**src/hw/status_pkg.sv**
```systemverilog
// package for the status register bank: set and command codes, bit positions, preset values
// assumes a command decoder upstream turns host status commands into set/command/data strobes
package status_pkg;

	// status register sets held by this bank
	typedef enum logic [1:0] {
		SET_DEVICE    = 2'h0,
		SET_OPERATION = 2'h1,
		SET_CALIB     = 2'h2,
		SET_LOWER     = 2'h3
	} set_sel_t;

	// register set commands; a bare set access decodes as an event read
	typedef enum logic [2:0] {
		CMD_COND_RD = 3'h0,
		CMD_EVENT_RD = 3'h1,
		CMD_ENAB_WR = 3'h2,
		CMD_ENAB_RD = 3'h3,
		CMD_NTR_WR  = 3'h4,
		CMD_NTR_RD  = 3'h5,
		CMD_PTR_WR  = 3'h6,
		CMD_PTR_RD  = 3'h7
	} cmd_t;

	localparam int NUM_SETS = 4;
	localparam int REG_W    = 16;

	// host request carried as one bundle
	typedef struct packed {
		logic        valid;
		set_sel_t    set_sel;
		cmd_t        cmd;
		logic [15:0] wdata;
	} host_req_t;

	// filter and mask state of one set
	typedef struct packed {
		logic [15:0] enable;
		logic [15:0] ptr;
		logic [15:0] ntr;
	} set_cfg_t;

	// bits with a function in each set
	localparam logic [15:0] DEV_USED_MASK   = 16'h0008;
	localparam logic [15:0] OPER_USED_MASK  = 16'h1c31;
	localparam logic [15:0] CALIB_USED_MASK = 16'h0002;
	localparam logic [15:0] LOWER_USED_MASK = 16'h007a;
	localparam logic [15:0] LOW15_MASK      = 16'h7fff;

	// bit positions
	localparam int DEV_SENSOR_ERR_BIT = 3;
	localparam int OPER_CALIB_BIT     = 0;
	localparam int OPER_MEAS_BIT      = 4;
	localparam int OPER_TRIG_BIT      = 5;
	localparam int OPER_SENSE_BIT     = 10;
	localparam int OPER_LOWER_BIT     = 11;
	localparam int OPER_UPPER_BIT     = 12;
	localparam int CALIB_STATUS_BIT   = 1;
	localparam int LOWER_SENSE_BIT    = 1;
	localparam int LOWER_CALC_LSB     = 3;
	localparam int NUM_CALC           = 4;

	// preset values
	localparam logic [15:0] PRESET_ALL_ZEROS = 16'h0000;
	localparam logic [15:0] PRESET_ALL_ONES  = 16'h7fff;

endpackage

```
**src/hw/lower_limit_track.sv**
```systemverilog
// lower limit fail status per channel: sense plus four calculation channels
// assumes fail/pass pulses come once per measurement from the limit checkers
module lower_limit_track (
	input  wire logic       clk_i,       // system clock
	input  wire logic       rst_b_i,     // async reset, active low
	input  wire logic [4:0] meas_done_i, // measurement made, per channel
	input  wire logic [4:0] test_en_i,   // limit test enabled, per channel
	input  wire logic [4:0] test_fail_i, // lower limit failed, per channel
	output logic [4:0]      fail_o       // held fail status per channel
);
	logic [4:0] fail_ff, nxt_fail;

	// set on fail, clear only on an enabled passing measurement
	always_comb begin
		for (int i = 0; i < 5; i++) begin
			nxt_fail[i] = fail_ff[i];
			if (test_fail_i[i]) begin
				nxt_fail[i] = 1'b1;
			end else if (meas_done_i[i] && test_en_i[i]) begin
				nxt_fail[i] = 1'b0;
			end
		end
	end

	always_ff @(posedge clk_i or negedge rst_b_i) begin
		if (!rst_b_i) begin
			fail_ff <= 5'h00;
		end else begin
			fail_ff <= nxt_fail;
		end
	end

	assign fail_o = fail_ff;
endmodule

```
**src/hw/status_bank.sv**
```systemverilog
// status reporting bank: device, operation, calibrating and lower limit fail sets
// assumes an upstream parser issues one-cycle requests with the set already selected

module status_bank (
	input  wire logic                  clk_i,           // system clock, 20 MHz
	input  wire logic                  rst_b_i,         // async power-on reset, active low
	input  wire status_pkg::host_req_t req_i,           // decoded status command
	input  wire logic                  preset_i,        // status preset command pulse
	input  wire logic                  clear_status_i,  // clear-status command pulse
	input  wire logic                  nvmem_fail_i,    // nonvolatile memory failed
	input  wire logic                  cal_start_i,     // zeroing, calibration or cal-all starts
	input  wire logic                  cal_end_i,       // zeroing or calibration finished
	input  wire logic                  meas_sum_i,      // measuring summary from its set
	input  wire logic                  trig_sum_i,      // trigger wait summary from its set
	input  wire logic                  sense_sum_i,     // sense summary from its set
	input  wire logic                  upper_sum_i,     // upper limit fail summary
	input  wire logic [4:0]            meas_done_i,     // measurement made per channel
	input  wire logic [4:0]            test_en_i,       // lower limit test enabled per channel
	input  wire logic [4:0]            test_fail_i,     // lower limit failed per channel
	output logic                       rsp_valid_o,     // read answer valid, one cycle
	output logic [15:0]                rsp_data_o,      // read answer, 0 to 32767
	output logic                       oper_summary_o   // enabled operation events present
);
	localparam int N = status_pkg::NUM_SETS;

	// calibrating state
	typedef enum logic [1:0] {
		CAL_IDLE = 2'b01,
		CAL_BUSY = 2'b10
	} cal_state_t;

	cal_state_t           cal_ff, nxt_cal;
	logic                 rsp_valid_ff, nxt_rsp_valid;
	logic [15:0]          rsp_data_ff, nxt_rsp_data;
	logic [4:0]           lower_fail;
	logic [15:0]          cond  [N];
	logic [15:0]          used  [N];
	logic [15:0]          event_w [N];
	status_pkg::set_cfg_t cfg   [N];
	status_pkg::set_cfg_t preset_val [N];
	logic [N-1:0]         summ;
	logic [N-1:0]         hit, ev_rd, en_wr, ntr_wr, ptr_wr;

	// calibrating status tracks start and finish
	always_comb begin
		case (cal_ff)
			CAL_IDLE: nxt_cal = cal_start_i ? CAL_BUSY : CAL_IDLE;
			CAL_BUSY: nxt_cal = (cal_end_i && !cal_start_i) ? CAL_IDLE : CAL_BUSY;
			default:  nxt_cal = CAL_IDLE;
		endcase
	end

	lower_limit_track u_lower (
		.clk_i       (clk_i),
		.rst_b_i     (rst_b_i),
		.meas_done_i (meas_done_i),
		.test_en_i   (test_en_i),
		.test_fail_i (test_fail_i),
		.fail_o      (lower_fail)
	);

	// condition words, each bit at its documented weight
	always_comb begin
		cond[status_pkg::SET_DEVICE] = 16'h0000;
		cond[status_pkg::SET_DEVICE][status_pkg::DEV_SENSOR_ERR_BIT] = nvmem_fail_i;
		cond[status_pkg::SET_CALIB] = 16'h0000;
		cond[status_pkg::SET_CALIB][status_pkg::CALIB_STATUS_BIT] = (cal_ff == CAL_BUSY);
		cond[status_pkg::SET_LOWER] = 16'h0000;
		cond[status_pkg::SET_LOWER][status_pkg::LOWER_SENSE_BIT] = lower_fail[0];
		cond[status_pkg::SET_LOWER][status_pkg::LOWER_CALC_LSB +: status_pkg::NUM_CALC] = lower_fail[4:1];
		cond[status_pkg::SET_OPERATION] = 16'h0000;
		// summaries of child sets feed the operation condition
		cond[status_pkg::SET_OPERATION][status_pkg::OPER_CALIB_BIT] = summ[status_pkg::SET_CALIB];
		cond[status_pkg::SET_OPERATION][status_pkg::OPER_MEAS_BIT]  = meas_sum_i;
		cond[status_pkg::SET_OPERATION][status_pkg::OPER_TRIG_BIT]  = trig_sum_i;
		cond[status_pkg::SET_OPERATION][status_pkg::OPER_SENSE_BIT] = sense_sum_i;
		cond[status_pkg::SET_OPERATION][status_pkg::OPER_LOWER_BIT] = summ[status_pkg::SET_LOWER];
		cond[status_pkg::SET_OPERATION][status_pkg::OPER_UPPER_BIT] = upper_sum_i;
	end

	// fixed per-set tables: used bits and preset values
	always_comb begin
		used[status_pkg::SET_DEVICE]    = status_pkg::DEV_USED_MASK;
		used[status_pkg::SET_OPERATION] = status_pkg::OPER_USED_MASK;
		used[status_pkg::SET_CALIB]     = status_pkg::CALIB_USED_MASK;
		used[status_pkg::SET_LOWER]     = status_pkg::LOWER_USED_MASK;
		for (int i = 0; i < N; i++) begin
			preset_val[i].ptr    = status_pkg::PRESET_ALL_ONES;
			preset_val[i].ntr    = status_pkg::PRESET_ALL_ZEROS;
			// preset masks top-level sets and opens summary sets; reset masks every set
			preset_val[i].enable = (i == status_pkg::SET_DEVICE || i == status_pkg::SET_OPERATION) ?
				status_pkg::PRESET_ALL_ZEROS : status_pkg::PRESET_ALL_ONES;
		end
	end

	// command decode into per-set strobes
	always_comb begin
		for (int i = 0; i < N; i++) begin
			hit[i]    = req_i.valid && (req_i.set_sel == status_pkg::set_sel_t'(i));
			ev_rd[i]  = hit[i] && (req_i.cmd == status_pkg::CMD_EVENT_RD);
			en_wr[i]  = hit[i] && (req_i.cmd == status_pkg::CMD_ENAB_WR);
			ntr_wr[i] = hit[i] && (req_i.cmd == status_pkg::CMD_NTR_WR);
			ptr_wr[i] = hit[i] && (req_i.cmd == status_pkg::CMD_PTR_WR);
		end
	end

	// one register set per status set, same commands on each
	for (genvar g = 0; g < N; g++) begin : g_set
		status_reg_set u_set (
			.clk_i        (clk_i),
			.rst_b_i      (rst_b_i),
			.used_mask_i  (used[g]),
			.cond_i       (cond[g]),
			.preset_i     (preset_i),
			.preset_val_i (preset_val[g]),
			.clear_ev_i   (clear_status_i),
			.ev_rd_i      (ev_rd[g]),
			.en_wr_i      (en_wr[g]),
			.ntr_wr_i     (ntr_wr[g]),
			.ptr_wr_i     (ptr_wr[g]),
			.wdata_i      (req_i.wdata),
			.cond_o       (),
			.event_o      (event_w[g]),
			.cfg_o        (cfg[g]),
			.summary_o    (summ[g])
		);
	end

	// read answer mux; writes give no answer
	always_comb begin
		nxt_rsp_valid = 1'b0;
		nxt_rsp_data  = rsp_data_ff;
		if (req_i.valid) begin
			case (req_i.cmd)
				status_pkg::CMD_COND_RD: begin
					nxt_rsp_valid = 1'b1;
					// live masked condition, reading has no side effect
					nxt_rsp_data  = cond[req_i.set_sel] & used[req_i.set_sel] & status_pkg::LOW15_MASK;
				end
				status_pkg::CMD_EVENT_RD: begin
					nxt_rsp_valid = 1'b1;
					nxt_rsp_data  = event_w[req_i.set_sel] & status_pkg::LOW15_MASK;
				end
				status_pkg::CMD_ENAB_RD: begin
					nxt_rsp_valid = 1'b1;
					nxt_rsp_data  = cfg[req_i.set_sel].enable & status_pkg::LOW15_MASK;
				end
				status_pkg::CMD_NTR_RD: begin
					nxt_rsp_valid = 1'b1;
					nxt_rsp_data  = cfg[req_i.set_sel].ntr & status_pkg::LOW15_MASK;
				end
				status_pkg::CMD_PTR_RD: begin
					nxt_rsp_valid = 1'b1;
					nxt_rsp_data  = cfg[req_i.set_sel].ptr & status_pkg::LOW15_MASK;
				end
				default: begin
					nxt_rsp_valid = 1'b0;
				end
			endcase
		end
	end

	always_ff @(posedge clk_i or negedge rst_b_i) begin
		if (!rst_b_i) begin
			cal_ff       <= CAL_IDLE;
			rsp_valid_ff <= 1'b0;
			rsp_data_ff  <= 16'h0000;
		end else begin
			cal_ff       <= nxt_cal;
			rsp_valid_ff <= nxt_rsp_valid;
			rsp_data_ff  <= nxt_rsp_data;
		end
	end

	assign rsp_valid_o    = rsp_valid_ff;
	assign rsp_data_o     = rsp_data_ff;
	assign oper_summary_o = summ[status_pkg::SET_OPERATION];
endmodule

```
**src/hw/status_reg_set.sv**
```systemverilog
// one status register set: condition, event latch, enable and both transition filters
// assumes condition bits arrive synchronous to clk_i; unused bits are masked here with used_mask_i
module status_reg_set (
	input  wire logic                       clk_i,       // system clock
	input  wire logic                       rst_b_i,     // async reset, active low
	input  wire logic [15:0]                used_mask_i, // bits with a function
	input  wire logic [15:0]                cond_i,      // live condition bits
	input  wire logic                       preset_i,    // status preset pulse
	input  wire status_pkg::set_cfg_t       preset_val_i,// values loaded on preset
	input  wire logic                       clear_ev_i,  // clear-status pulse
	input  wire logic                       ev_rd_i,     // event read of this set
	input  wire logic                       en_wr_i,     // enable write
	input  wire logic                       ntr_wr_i,    // falling filter write
	input  wire logic                       ptr_wr_i,    // rising filter write
	input  wire logic [15:0]                wdata_i,     // write value
	output logic [15:0]                     cond_o,      // condition register
	output logic [15:0]                     event_o,     // latched events
	output status_pkg::set_cfg_t            cfg_o,       // enable and filters
	output logic                            summary_o    // or of enabled events
);
	logic [15:0]          cond_ff, nxt_cond;
	logic [15:0]          event_ff, nxt_event;
	status_pkg::set_cfg_t cfg_ff, nxt_cfg;
	logic [15:0]          edge_hit;
	logic [15:0]          cond_m;

	// condition, event and filter next state
	always_comb begin
		cond_m   = cond_i & used_mask_i & status_pkg::LOW15_MASK;
		nxt_cond = cond_m;
		edge_hit = ((cond_m & ~cond_ff) & cfg_ff.ptr) | ((~cond_m & cond_ff) & cfg_ff.ntr);
		nxt_event = event_ff;
		if (ev_rd_i || clear_ev_i) begin
			nxt_event = 16'h0000;
		end
		// a new edge in the read cycle is kept, set beats clear
		nxt_event = nxt_event | edge_hit;
		nxt_cfg = cfg_ff;
		if (preset_i) begin
			nxt_cfg = preset_val_i;
		end else begin
			if (en_wr_i) begin
				nxt_cfg.enable = wdata_i & status_pkg::LOW15_MASK;
			end
			if (ntr_wr_i) begin
				nxt_cfg.ntr = wdata_i & status_pkg::LOW15_MASK;
			end
			if (ptr_wr_i) begin
				nxt_cfg.ptr = wdata_i & status_pkg::LOW15_MASK;
			end
		end
	end

	// power-on loads preset filters and clears events
	always_ff @(posedge clk_i or negedge rst_b_i) begin
		if (!rst_b_i) begin
			cond_ff  <= 16'h0000;
			event_ff <= 16'h0000;
			cfg_ff   <= '{enable: status_pkg::PRESET_ALL_ZEROS,
			              ptr:    status_pkg::PRESET_ALL_ONES,
			              ntr:    status_pkg::PRESET_ALL_ZEROS};
		end else begin
			cond_ff  <= nxt_cond;
			event_ff <= nxt_event;
			cfg_ff   <= nxt_cfg;
		end
	end

	assign cond_o    = cond_ff;
	assign event_o   = event_ff;
	assign cfg_o     = cfg_ff;
	assign summary_o = |(event_ff & cfg_ff.enable);
endmodule

```
**config.mk**
```make
export PLATFORM = sky130hd
export DESIGN_NAME = status_bank
export DESIGN_NICKNAME = d
export VERILOG_FILES = /design/src/hw/status_pkg.sv /design/src/hw/lower_limit_track.sv /design/src/hw/status_bank.sv /design/src/hw/status_reg_set.sv
export SDC_FILE = /design/constraint.sdc
export NUM_CORES = 1
export LEC_CHECK = 0
export BUFFER_PORTS_ARGS = -buffer_cell sky130_fd_sc_hd__buf_2
export CORE_MARGIN = 3
export CORE_UTILIZATION = 45
export DETAILED_ROUTE_END_ITERATION = 12
export SYNTH_ARGS = -nofsm -noshare
export SYNTH_HDL_FRONTEND = slang
export SYNTH_SLANG_ARGS = --single-unit
export TNS_END_PERCENT = 10
```
**constraint.sdc**
```tcl
create_clock -name clk_i -period 2.6 [get_ports clk_i]
set_input_delay 0.39 -clock clk_i [delete_from_list [all_inputs] [get_ports clk_i]]
set_output_delay 0.39 -clock clk_i [all_outputs]
set_load 0.01 [all_outputs]
```
* Word level (Yosys, flattened, before mapping)
Cells that the tools add are included.
Storage, ports and cells: output and inout bits 18, register bits 293, input port bits 48, RAM bits 0, bits in latches 0, logic and storage cells 182, memories 0, bits in read-only memories 0
Cells by class: reductions and logical operators 56, multipliers 0, bitwise logic cells 37, magnitude comparators 1, equal/unequal tests 12, add/subtract/negate cells 0, mux-type cells 48, shift operators 0, div/mod/pow operators 0
Operators by type and width (count):
- 2-to-1 mux 16 bit | 16
- 2-to-1 mux 48 bit | 4
- AND 16 bit | 11
- bitwise OR 16 bit | 8
- binary-select mux 16 bit (select 2 bit) | 3
- binary-select mux 48 bit (select 2 bit) | 1
- 2-to-1 mux 47 bit | 2
- 2-to-1 mux 15 bit | 6
- one-hot mux 16 bit (5 select lines) | 1
- OR reduction 16 bit | 3
- nonzero test 2 bit | 17
- NOT 13 -> 16 bit | 2
- NOT 2 -> 16 bit | 2
- NOT 4 -> 16 bit | 2
- NOT 7 -> 16 bit | 2
- logical AND 1 bit | 26
- AND 13 x 16 -> 16 bit | 1
- AND 16 x 13 -> 16 bit | 1
- AND 16 x 2 -> 16 bit | 1
- AND 16 x 4 -> 16 bit | 1
- AND 16 x 7 -> 16 bit | 1
- AND 2 x 16 -> 16 bit | 1
- AND 4 x 16 -> 16 bit | 1
- AND 7 x 16 -> 16 bit | 1
- other kinds (18) | 40

* Depth between registers and ports, before layout
Gate-level depths: netlist (run 1).
depth after elaboration 7, gate-level depth with buffers 9, mapped depth without buffers 6

* By module
Synthesis (run 1) repeated with hierarchy kept, for this count alone.
Unflattened totals: cells, all modules 1596, area total of the unflattened synthesis 17405.4 um^2
Modules (own cells, without submodules):
- status_reg_set | instances 4, area each 3525.9 um^2, sequential area each 1970.6 um^2, cells each 324
- status_bank | instances 1, area each 3120.5 um^2, sequential area each 451.7 um^2, cells each 285
- lower_limit_track | instances 1, area each 181.4 um^2, sequential area each 125.1 um^2, cells each 15

* Worst setup path after synthesis (run 1)
Ideal clock, no wire load.
path type input-to-reg, start point in req_i[20] (netlist name), end point reg g_set[1].u_set.cfg_ff (netlist bit g_set[1].u_set.cfg_o[10]), slack 0.536 ns, buffers on the path 3, arrival time 1.986 ns, data required time 2.522 ns, stages 9, setup time 0.078 ns, path through buf_2 -> buf_2 -> inv_1 -> ha_1 -> nand3_1 -> nor3_1 -> buf_2 -> nand2_1 -> a21oi_1
Between the ends: word-level cells in the longest chain between the ends 4
Ends and longest elaborated chain:
- from (decl) | line status_bank.sv:7 | input wire status_pkg::host_req_t req_i,
- equality test 2 x 1 -> 1 bit | line status_bank.sv:99 | hit[i] = req_i.valid && (req_i.set_sel == status_pkg::set_sel_t'(i));
- logical AND 1 bit | line status_bank.sv:99
- logical AND 1 bit | line status_bank.sv:102 | ntr_wr[i] = hit[i] && (req_i.cmd == status_pkg::CMD_NTR_WR);
- nonzero test 2 bit (no source line)
- to (signal assigned) | line status_reg_set.sv:59 | cfg_ff <= '{enable: status_pkg::PRESET_ALL_ZEROS,
- to (signal assigned) | line status_reg_set.sv:65 | cfg_ff <= nxt_cfg;
- to (decl) | line status_reg_set.sv:23 | status_pkg::set_cfg_t cfg_ff, nxt_cfg;
No other way between the ends. A chain may end at the register's enable or synchronous reset.

* Worst setup path in the final report (run 1)
start point reg g_set[1].u_set.event_ff[4], end point out oper_summary_o
Between the ends: word-level cells in the longest chain between the ends 2
Ends and longest elaborated chain:
- from (decl) | line status_reg_set.sv:22 | logic [15:0] event_ff, nxt_event;
- from (signal assigned) | line status_reg_set.sv:64 | event_ff <= nxt_event;
- AND 16 bit | line status_reg_set.sv:72 | assign summary_o = |(event_ff & cfg_ff.enable);
- OR reduction 16 bit | line status_reg_set.sv:72
- to (decl) | line status_bank.sv:22 | output logic oper_summary_o
No other way between the ends.

==> results.md, run 1 <==
- Slew at the pin closest to its max-slew limit: 0.894 ns
- DIE HEIGHT: 164 um
- Register-to-Register Path Depth: 3
- Minimum clock period after layout: 1.98 ns
- Result of the run: completed
- Worst min path class: in2reg
- H-tree depth reported by CTS: 1
- Count of placed standard cells in the final layout, fillers left out: 1,526
- Number of buffers added by the clock tree synthesis step: 25
- Fraction of final layout cells with drive strength greater than 1: 21.5%
- Worst Hold Path Cells: 1
- Net switching power of the design: 2.06 mW
- Ys Warns: 0
- Main flop type after synthesis: sky130_fd_sc_hd__dfrtp_1
- Most frequent cells in the layout: sky130_fd_sc_hd__nand2_1 (391), sky130_fd_sc_hd__dfrtp_1 (168), sky130_fd_sc_hd__nand3b_1 (97), sky130_fd_sc_hd__a21oi_1 (83), sky130_fd_sc_hd__dfstp_2 (61)
- Deepest clock path buffer count: 3
- Static leakage power: 5.55 nW
- Sequential Power Share: 47.4%
- Cell-by-cell trace of the critical path: a22oi_1, nand3_1, buf_2
- Pwr per Cell Area: 631 nW/um^2
- Peak supply drop: 0.497 mV
- Vias in the first global route: 8,436
- Number of nets in the finished design: 1,238
- WP data arrival: 1.59 ns
- Post-synthesis average cell area: 9.89 sq um
- Timing-limited maximum frequency: 0.504 GHz
- Power share of the combinational group: 10.1%
- First-pass GRT wire length: 52,300 um
- First-pass iteration count of the detailed router: 7
- Critical-path maximum fanout: 3
- Root buffer cell: sky130_fd_sc_hd__clkbuf_16
- Vias after detailed routing: 8,737
- FILL cells: 2,276
- Most common cell after layout, fill and taps aside: sky130_fd_sc_hd__nand2_1
- Worst-path cell with the longest stage delay: sky130_fd_sc_hd__dfrtp_1
- Maximum number of pins on one net before global-route repair: 70
- Final-report hold violation count: 0
- Internal power: 6.01 mW
- Residual DRC count: 0
- Core ar.: 24,400 sq um
- Worst max-slew margin expressed relative to the limit: 40.4%
- Cell area after placement: 12,000 sq um
- RSZ-0062 raised after global routing: false
- EDFF count, synth: 0
- Maximum Capacitance Violations: 0
- Max-slew violation total from the final report: 0
- Number of logic stages on the critical path including buffering: 3
- Fraction of the yosys area taken by sequential cells: 51.8%
- Clock latency reported for the late side of the worst-skew pair: 0.53 ns
- Clock sink count: 229
- Die Outline Area: 26,800 sq um
- Placed instance count: 1,479
- Number of buffers added on ports: 63
- Aggregate routed wire length: 33,700 um
- Antenna violations before repair: 0
- Synthesized cell area: 11,200 sq um
- Final RePlAce weighted congestion: 0.879
- Ant. Diodes: 0
- Required time at the endpoint of the critical path: 2.21 ns
- Final worst-path setup slack: 0.615 ns
- Standard-cell rows: 57
- Post-Layout Inst Area: 12,800 sq um
- I/O pins: 66
- Post-DRT Antenna Nets: 0
- Final routed wire length divided by cell count: 22.1 um
- Setup-failing EPs final: 0
- Effective utilization at floorplan: 45.9%
- Biggest cell delay along the critical path: 0.45 ns
- Ys async rst share: 100%
- Critical path launch point type: register
- CTS tree: done
- Critical path buffers and inverters: 1
- Layout Area Growth over Synthesis: 14.1%
- Global routing usage summed across all routing layers: 25.4%
- Register bit count reported by yosys: 229
- Final clock period utilization by the worst path: 76.3%
- Global route total overflow: 0
- DPL Wire Length: 22,100 um
- Post-DR vias/cell: 5.73
- Sum of negative setup slack: 0 ns
- Nets in the synthesized netlist: 1,187
- Iteration-0 DRC count of the detailed router: 913
- Pre-CTS worst setup slack: 0.298 ns
- Worst clock skew: 0.00557 ns
- Clock input transition at the sequential cells of the worst setup and hold paths: 0.06 ns
- Gate count after technology mapping: 1,133
- Worst Setup End Kind: output port
- Synth unique cells: 56
- Setup Crit Path Kind: reg2out
- Power share of the clock group: 42.4%
- X dimension of the die: 164 um
- Worst path top cell family by delay: flip-flops
- Switching share of total power: 25.5%
## worst register-to-register path: stages (launching register included)
cell and delay [ns]:
sky130_fd_sc_hd__dfrtp_1 0.44, sky130_fd_sc_hd__mux4_2 0.47, sky130_fd_sc_hd__mux2i_1 0.34, sky130_fd_sc_hd__o221ai_1 0.17
## layer usage
metal | part of all wire [%] | vias up | GRT usage, %
met3 | 6.6 | 36 | 3.78
li1 | - | 3993 | -
met2 | 46 | 279 | 40.0
met4 | 1.5 | 0 | 4.69
met5 | 0 | - | 0
met1 | 45 | 4429 | 37.9
## state kept, by name, indices dropped and copies added, names as in the netlist
register             cells
cal_ff                   2
g_set.u_set.cfg_o      180
g_set.u_set.cond_o      13
g_set.u_set.event_o     13
rsp_data_o              15
rsp_valid_o              1
u_lower.fail_o           5
## kinds of logic after synthesis
kind of cell               Yosys count  synth area share (%)
AOI/OAI and AO/OA                  157                  8.60
adders and majority gates            6                 0.670
buffers and inverters               99                  3.83
DFF                                229                  51.8
muxes                               82                  11.7
other                                1                0.0335
and+or+nand+nor                    559                  23.3
## what timing repair did
item                      CTS  global route
setup buffers               0             0
resized for setup           0             0
hold buffers                2             0
hold endpoints to repair   45             0
## synthesized netlist by cell type (3+ instances only)
| master | instances | area (sq um) |
|---|---|---|
| sky130_fd_sc_hd__a21o_1 | 9 | 67.6 |
| sky130_fd_sc_hd__a21oi_1 | 83 | 415 |
| sky130_fd_sc_hd__a22oi_1 | 14 | 105 |
| sky130_fd_sc_hd__and2_1 | 3 | 18.8 |
| sky130_fd_sc_hd__and3_1 | 5 | 31.3 |
| sky130_fd_sc_hd__and4bb_2 | 3 | 37.5 |
| sky130_fd_sc_hd__buf_2 | 19 | 95.1 |
| sky130_fd_sc_hd__buf_4 | 3 | 22.5 |
| sky130_fd_sc_hd__buf_6 | 3 | 33.8 |
| sky130_fd_sc_hd__clkbuf_1 | 61 | 229 |
| sky130_fd_sc_hd__dfrtp_1 | 168 | 4200 |
| sky130_fd_sc_hd__dfstp_2 | 61 | 1600 |
| sky130_fd_sc_hd__ha_1 | 6 | 75.1 |
| sky130_fd_sc_hd__inv_1 | 11 | 41.3 |
| sky130_fd_sc_hd__mux2_2 | 3 | 33.8 |
| sky130_fd_sc_hd__mux2i_1 | 40 | 400 |
| sky130_fd_sc_hd__mux4_2 | 39 | 878 |
| sky130_fd_sc_hd__nand2_1 | 391 | 1470 |
| sky130_fd_sc_hd__nand2b_1 | 3 | 18.8 |
| sky130_fd_sc_hd__nand3_1 | 11 | 55.1 |
| sky130_fd_sc_hd__nand3b_1 | 97 | 728 |
| sky130_fd_sc_hd__nand4_1 | 5 | 31.3 |
| sky130_fd_sc_hd__nor2_1 | 21 | 78.8 |
| sky130_fd_sc_hd__nor3_1 | 6 | 30.0 |
| sky130_fd_sc_hd__nor4_1 | 3 | 18.8 |
| sky130_fd_sc_hd__o211ai_1 | 8 | 60.1 |
| sky130_fd_sc_hd__o21ai_0 | 9 | 45.0 |
| sky130_fd_sc_hd__o22ai_1 | 9 | 56.3 |
## area by class of cell
cell class | instances | area, sq um | area share, %
repair buffers | 112 | 766 | 5.99
flip-flops and latches | 229 | 5810 | 45.4
clock inverters | 2 | 13.8 | 0.108
clock buffers | 43 | 763 | 5.97
multi-input cells | 805 | 4980 | 39.0
inverters | 11 | 41.3 | 0.323
well taps | 324 | 405 | 3.17
## worst paths after layout
check / from / endpoint / slack (ns)
max: g_set[1].u_set.event_o[4] / oper_summary_o / 0.62
min: meas_sum_i / g_set[1].u_set.cond_o[4] / 0.02
max reg2reg: g_set[2].u_set.cfg_o[33] / rsp_data_o[1] / 1.05
min reg2reg: u_lower.fail_o[1] / g_set[3].u_set.cond_o[3] / 0.46
max in group asynchronous: rst_b_i / g_set[3].u_set.cfg_o[16] / 1.39
min in group asynchronous: rst_b_i / u_lower.fail_o[2] / 0.39
## power by group through the flow
stage	Sequential, mW	Clock, mW	Combinational (mW)
final	3.83	3.42	0.817
after detailed placement	3.88	0	0.813
after global routing	3.84	3.63	0.894
after global placement	3.88	0	0.803
after floorplan	3.86	0	0.459
after CTS	3.83	3.47	0.819
## metrics by stage
| stage | util [%] | power [mW] | hold slack (ns) |
|---|---|---|---|
| after floorplan | - | 4.32 | 0.0944 |
| after global placement | 49.1 | 4.69 | 0.356 |
| after detailed placement | 49.1 | 4.70 | 0.353 |
| after CTS | 52.4 | 8.12 | 0.00383 |
| after global routing | 52.4 | 8.36 | 0.00773 |
| final | 52.4 | 8.07 | 0.0152 |
Power figures use the tool's default switching activity.
==> run 2: changes to the inputs <==
==> constraint.sdc (replaced) <==
create_clock -name clk_i -period 1.75 [get_ports clk_i]
set_input_delay 0.2625 -clock clk_i [delete_from_list [all_inputs] [get_ports clk_i]]
set_output_delay 0.2625 -clock clk_i [all_outputs]
set_load 0.01 [all_outputs]
==> run 2 against run 1 <==
Flip-flop and latch count unchanged. Wire length increased by 4.3%. The run now ends with setup timing left. Global-route usage increased by 1.5 points. Final area increased by 7.7%. Critical path depth is the same. Non-clock buffer count grew 56. Total power increased by 65%. Largest power group is now the clock network. Sequential power rose by 49%. Hold slack improved by 0.014 ns. Clock skew grew 0.023 ns. Largest cell class unchanged. Sequential share of layout area down 3.2 points. Die area is the same.
==> results.md, run 2 (synthesized netlist as in run 1, its figures left out) <==
- Result of the run: finished, violations left (was completed)
- Violations in the final reports: setup timing
- Power after layout: 13.3 mW (was 8.07 mW)
- Worst min path class: in2reg (unchanged)
- Fraction of final layout cells with drive strength greater than 1: 25.1% (was 21.5%)
- X dimension of the die: 164 um (unchanged)
- WP data arrival: 1.51 ns (was 1.59 ns)
- Root buffer cell: sky130_fd_sc_hd__clkbuf_16 (unchanged)
- Most frequent cells in the layout: sky130_fd_sc_hd__nand2_1 (391), sky130_fd_sc_hd__dfrtp_1 (167), sky130_fd_sc_hd__nand3b_1 (97), sky130_fd_sc_hd__a21oi_1 (83), sky130_fd_sc_hd__buf_4 (64) (was sky130_fd_sc_hd__nand2_1 (391), sky130_fd_sc_hd__dfrtp_1 (168), sky130_fd_sc_hd__nand3b_1 (97), sky130_fd_sc_hd__a21oi_1 (83), sky130_fd_sc_hd__dfstp_2 (61))
- Biggest cell delay along the critical path: 0.44 ns (was 0.45 ns)
- RSZ-0062 raised after global routing: true (was false)
- Peak supply drop: 0.697 mV (was 0.497 mV)
- FILL cells: 2,142 (was 2,276)
- Clock input transition at the sequential cells of the worst setup and hold paths: 0.06 ns (about the same)
- Final worst-path setup slack: -0.0254 ns (was 0.615 ns)
- Antenna violations before repair: 0 (unchanged)
- Die Outline Area: 26,800 sq um (unchanged)
- Setup Crit Path Kind: reg2out (unchanged)
- DPL Wire Length: 23,400 um (was 22,100 um)
- First-pass GRT wire length: 55,300 um (was 52,300 um)
- Cell-by-cell trace of the critical path: a22oi_2, nand3_2, buf_6 (was a22oi_1, nand3_1, buf_2)
- Pwr per Cell Area: 967 nW/um^2 (was 631 nW/um^2)
- Vias after detailed routing: 9,163 (was 8,737)
- Number of nets in the finished design: 1,295 (was 1,238)
- Number of buffers added by the clock tree synthesis step: 26 (was 25)
- Global route total overflow: 0 (unchanged)
- Final RePlAce weighted congestion: 0.893 (was 0.879)
- Timing-limited maximum frequency: 0.563 GHz
- Iteration-0 DRC count of the detailed router: 930 (was 913)
- Critical path launch point type: register (unchanged)
- Final clock period utilization by the worst path: 101%
- Worst Setup End Kind: output port (unchanged)
- Clock sink count: 229 (unchanged)
- H-tree depth reported by CTS: 1 (unchanged)
- Core ar.: 24,400 sq um (unchanged)
- Static leakage power: 6.02 nW (was 5.55 nW)
- Max reg flops: 180 (unchanged)
- Required time at the endpoint of the critical path: 1.49 ns (was 2.21 ns)
- Number of logic stages on the critical path including buffering: 3 (unchanged)
- Worst Hold Path Cells: 3 (was 1)
- Most common cell after layout, fill and taps aside: sky130_fd_sc_hd__nand2_1 (unchanged)
- Minimum hold slack: 0.0291 ns (was 0.0152 ns)
- Number of buffers added on ports: 63 (unchanged)
- Minimum clock period after layout: 1.78 ns
- CTS tree: done (unchanged)
- Count of placed standard cells in the final layout, fillers left out: 1,585 (was 1,526)
- Maximum number of pins on one net before global-route repair: 50 (was 70)
- Post-DR vias/cell: 5.78 (was 5.73)
- First-pass iteration count of the detailed router: 5 (was 7)
- I/O pins: 66 (unchanged)
- Aggregate routed wire length: 35,200 um (was 33,700 um)
- Deepest clock path buffer count: 3 (unchanged)
- Residual DRC count: 0 (unchanged)
- Max-slew violation total from the final report: 0 (unchanged)
- Clock latency reported for the late side of the worst-skew pair: 0.56 ns (was 0.53 ns)
- Final routed wire length divided by cell count: 22.2 um (was 22.1 um)
- Placed instance count: 1,519 (was 1,479)
- Final-report hold violation count: 0 (unchanged)
- Global routing usage summed across all routing layers: 26.9% (was 25.4%)
- Ant. Diodes: 0 (unchanged)
- Critical path buffers and inverters: 1 (unchanged)
- Worst path top cell family by delay: flip-flops (unchanged)
- Vias in the first global route: 9,063 (was 8,436)
- Worst-path cell with the longest stage delay: sky130_fd_sc_hd__dfrtp_2 (was sky130_fd_sc_hd__dfrtp_1)
- Critical-path maximum fanout: 2 (was 3)
- Maximum Capacitance Violations: 0 (unchanged)
- Setup-failing EPs final: 1 (was 0)
- Register-to-Register Path Depth: 4 (was 3)
- Layout Area Growth over Synthesis: 22.8% (was 14.1%)
- Standard-cell rows: 57 (unchanged)
- Worst clock skew: 0.0286 ns (was 0.00557 ns)
- DIE HEIGHT: 164 um (unchanged)
- Post-DRT Antenna Nets: 0 (unchanged)
- Effective utilization at floorplan: 45.9% (unchanged)
[run 2: cell count changes in the layout (fill, tap and decap cells not counted), moves of 2 or more]
| cell | change |
|---|---|
| sky130_fd_sc_hd__dlygate4sd3_1 | +15 |
| sky130_fd_sc_hd__a22oi_2 | +2 |
| sky130_fd_sc_hd__a22oi_1 | -2 |
| sky130_fd_sc_hd__clkbuf_1 | -9 |
| sky130_fd_sc_hd__buf_2 | -2 |
| sky130_fd_sc_hd__clkinv_2 | +4 |
| sky130_fd_sc_hd__buf_12 | +22 |
| sky130_fd_sc_hd__bufinv_16 | +6 |
| sky130_fd_sc_hd__buf_4 | +20 |
[run 2: stage by stage]
stage | TNS (ns) | worst slack (ns) | util [%] | area [sq um]
2_1_floorplan | -1.70 | -0.0592 | - | 11200
3_3_place_gp | -0.199 | -0.0592 | 51.5 | 12600
3_5_place_dp | -0.218 | -0.0636 | 51.5 | 12600
4_1_cts | -0.0420 | -0.0420 | 56.4 | 13800
5_1_grt | -0.0306 | -0.0306 | 56.4 | 13800
6_report | -0.0254 | -0.0254 | 56.4 | 13800
[run 2: layout make-up]
class | count | area [sq um] | area share [%]
Clock buffer | 35 | 754 | 5.48
Clock inverter | 13 | 244 | 1.77
Inverter | 11 | 41.3 | 0.300
Multi-Input combinational cell | 805 | 5000 | 36.3
Sequential cell | 229 | 5810 | 42.2
Tap cell | 324 | 405 | 2.95
Timing Repair Buffer | 168 | 1510 | 11.0
[run 2: worst min-delay path, stage by stage]
cell                       delay [ns]
sky130_fd_sc_hd__buf_2           0.09
sky130_fd_sc_hd__a21oi_1         0.06
sky130_fd_sc_hd__o21bai_1        0.13
[run 2: final timing paths]
check	slack [ns]	start	to
min in group asynchronous	0.23	rst_b_i	g_set[3].u_set.cond_o[4]
hold reg to reg	0.45	u_lower.fail_o[3]	g_set[3].u_set.cond_o[5]
max in group asynchronous	0.84	rst_b_i	g_set[0].u_set.cfg_o[16]
setup / recovery	-0.03	g_set[1].u_set.event_o[4]	oper_summary_o
hold / removal	0.03	cal_end_i	cal_ff[0]
setup reg to reg	0.22	g_set[1].u_set.cfg_o[32]	rsp_data_o[0]
[run 2: timing repair]
| item | 4_1_cts | 5_1_grt |
|---|---|---|
| resized for setup | 5 | 0 |
| setup buffers | 1 | 0 |
| hold buffers | 17 | 0 |
| setup endpoints to repair | 1 | 1 |
| pin swaps | 2 | 1 |
| endpoints found under the hold margin | 73 | 0 |
[run 2: power by group]
part | total (mW) | internal, mW | switching [mW] | leakage [nW]
registers | 5.70 | 5.53 | 0.172 | 2.74
clock network | 6.25 | 3.92 | 2.33 | 0.493
logic | 1.36 | 0.566 | 0.794 | 2.78
[run 2: layer usage]
metal / vias up / wire, um / track usage, %
met5: - / 0 / 0
met4: 0 / 593 / 5.81
met3: 46 / 2490 / 3.78
met1: 4685 / 15500 / 39.9
met2: 326 / 16600 / 42.3
li1: 4106 / - / -
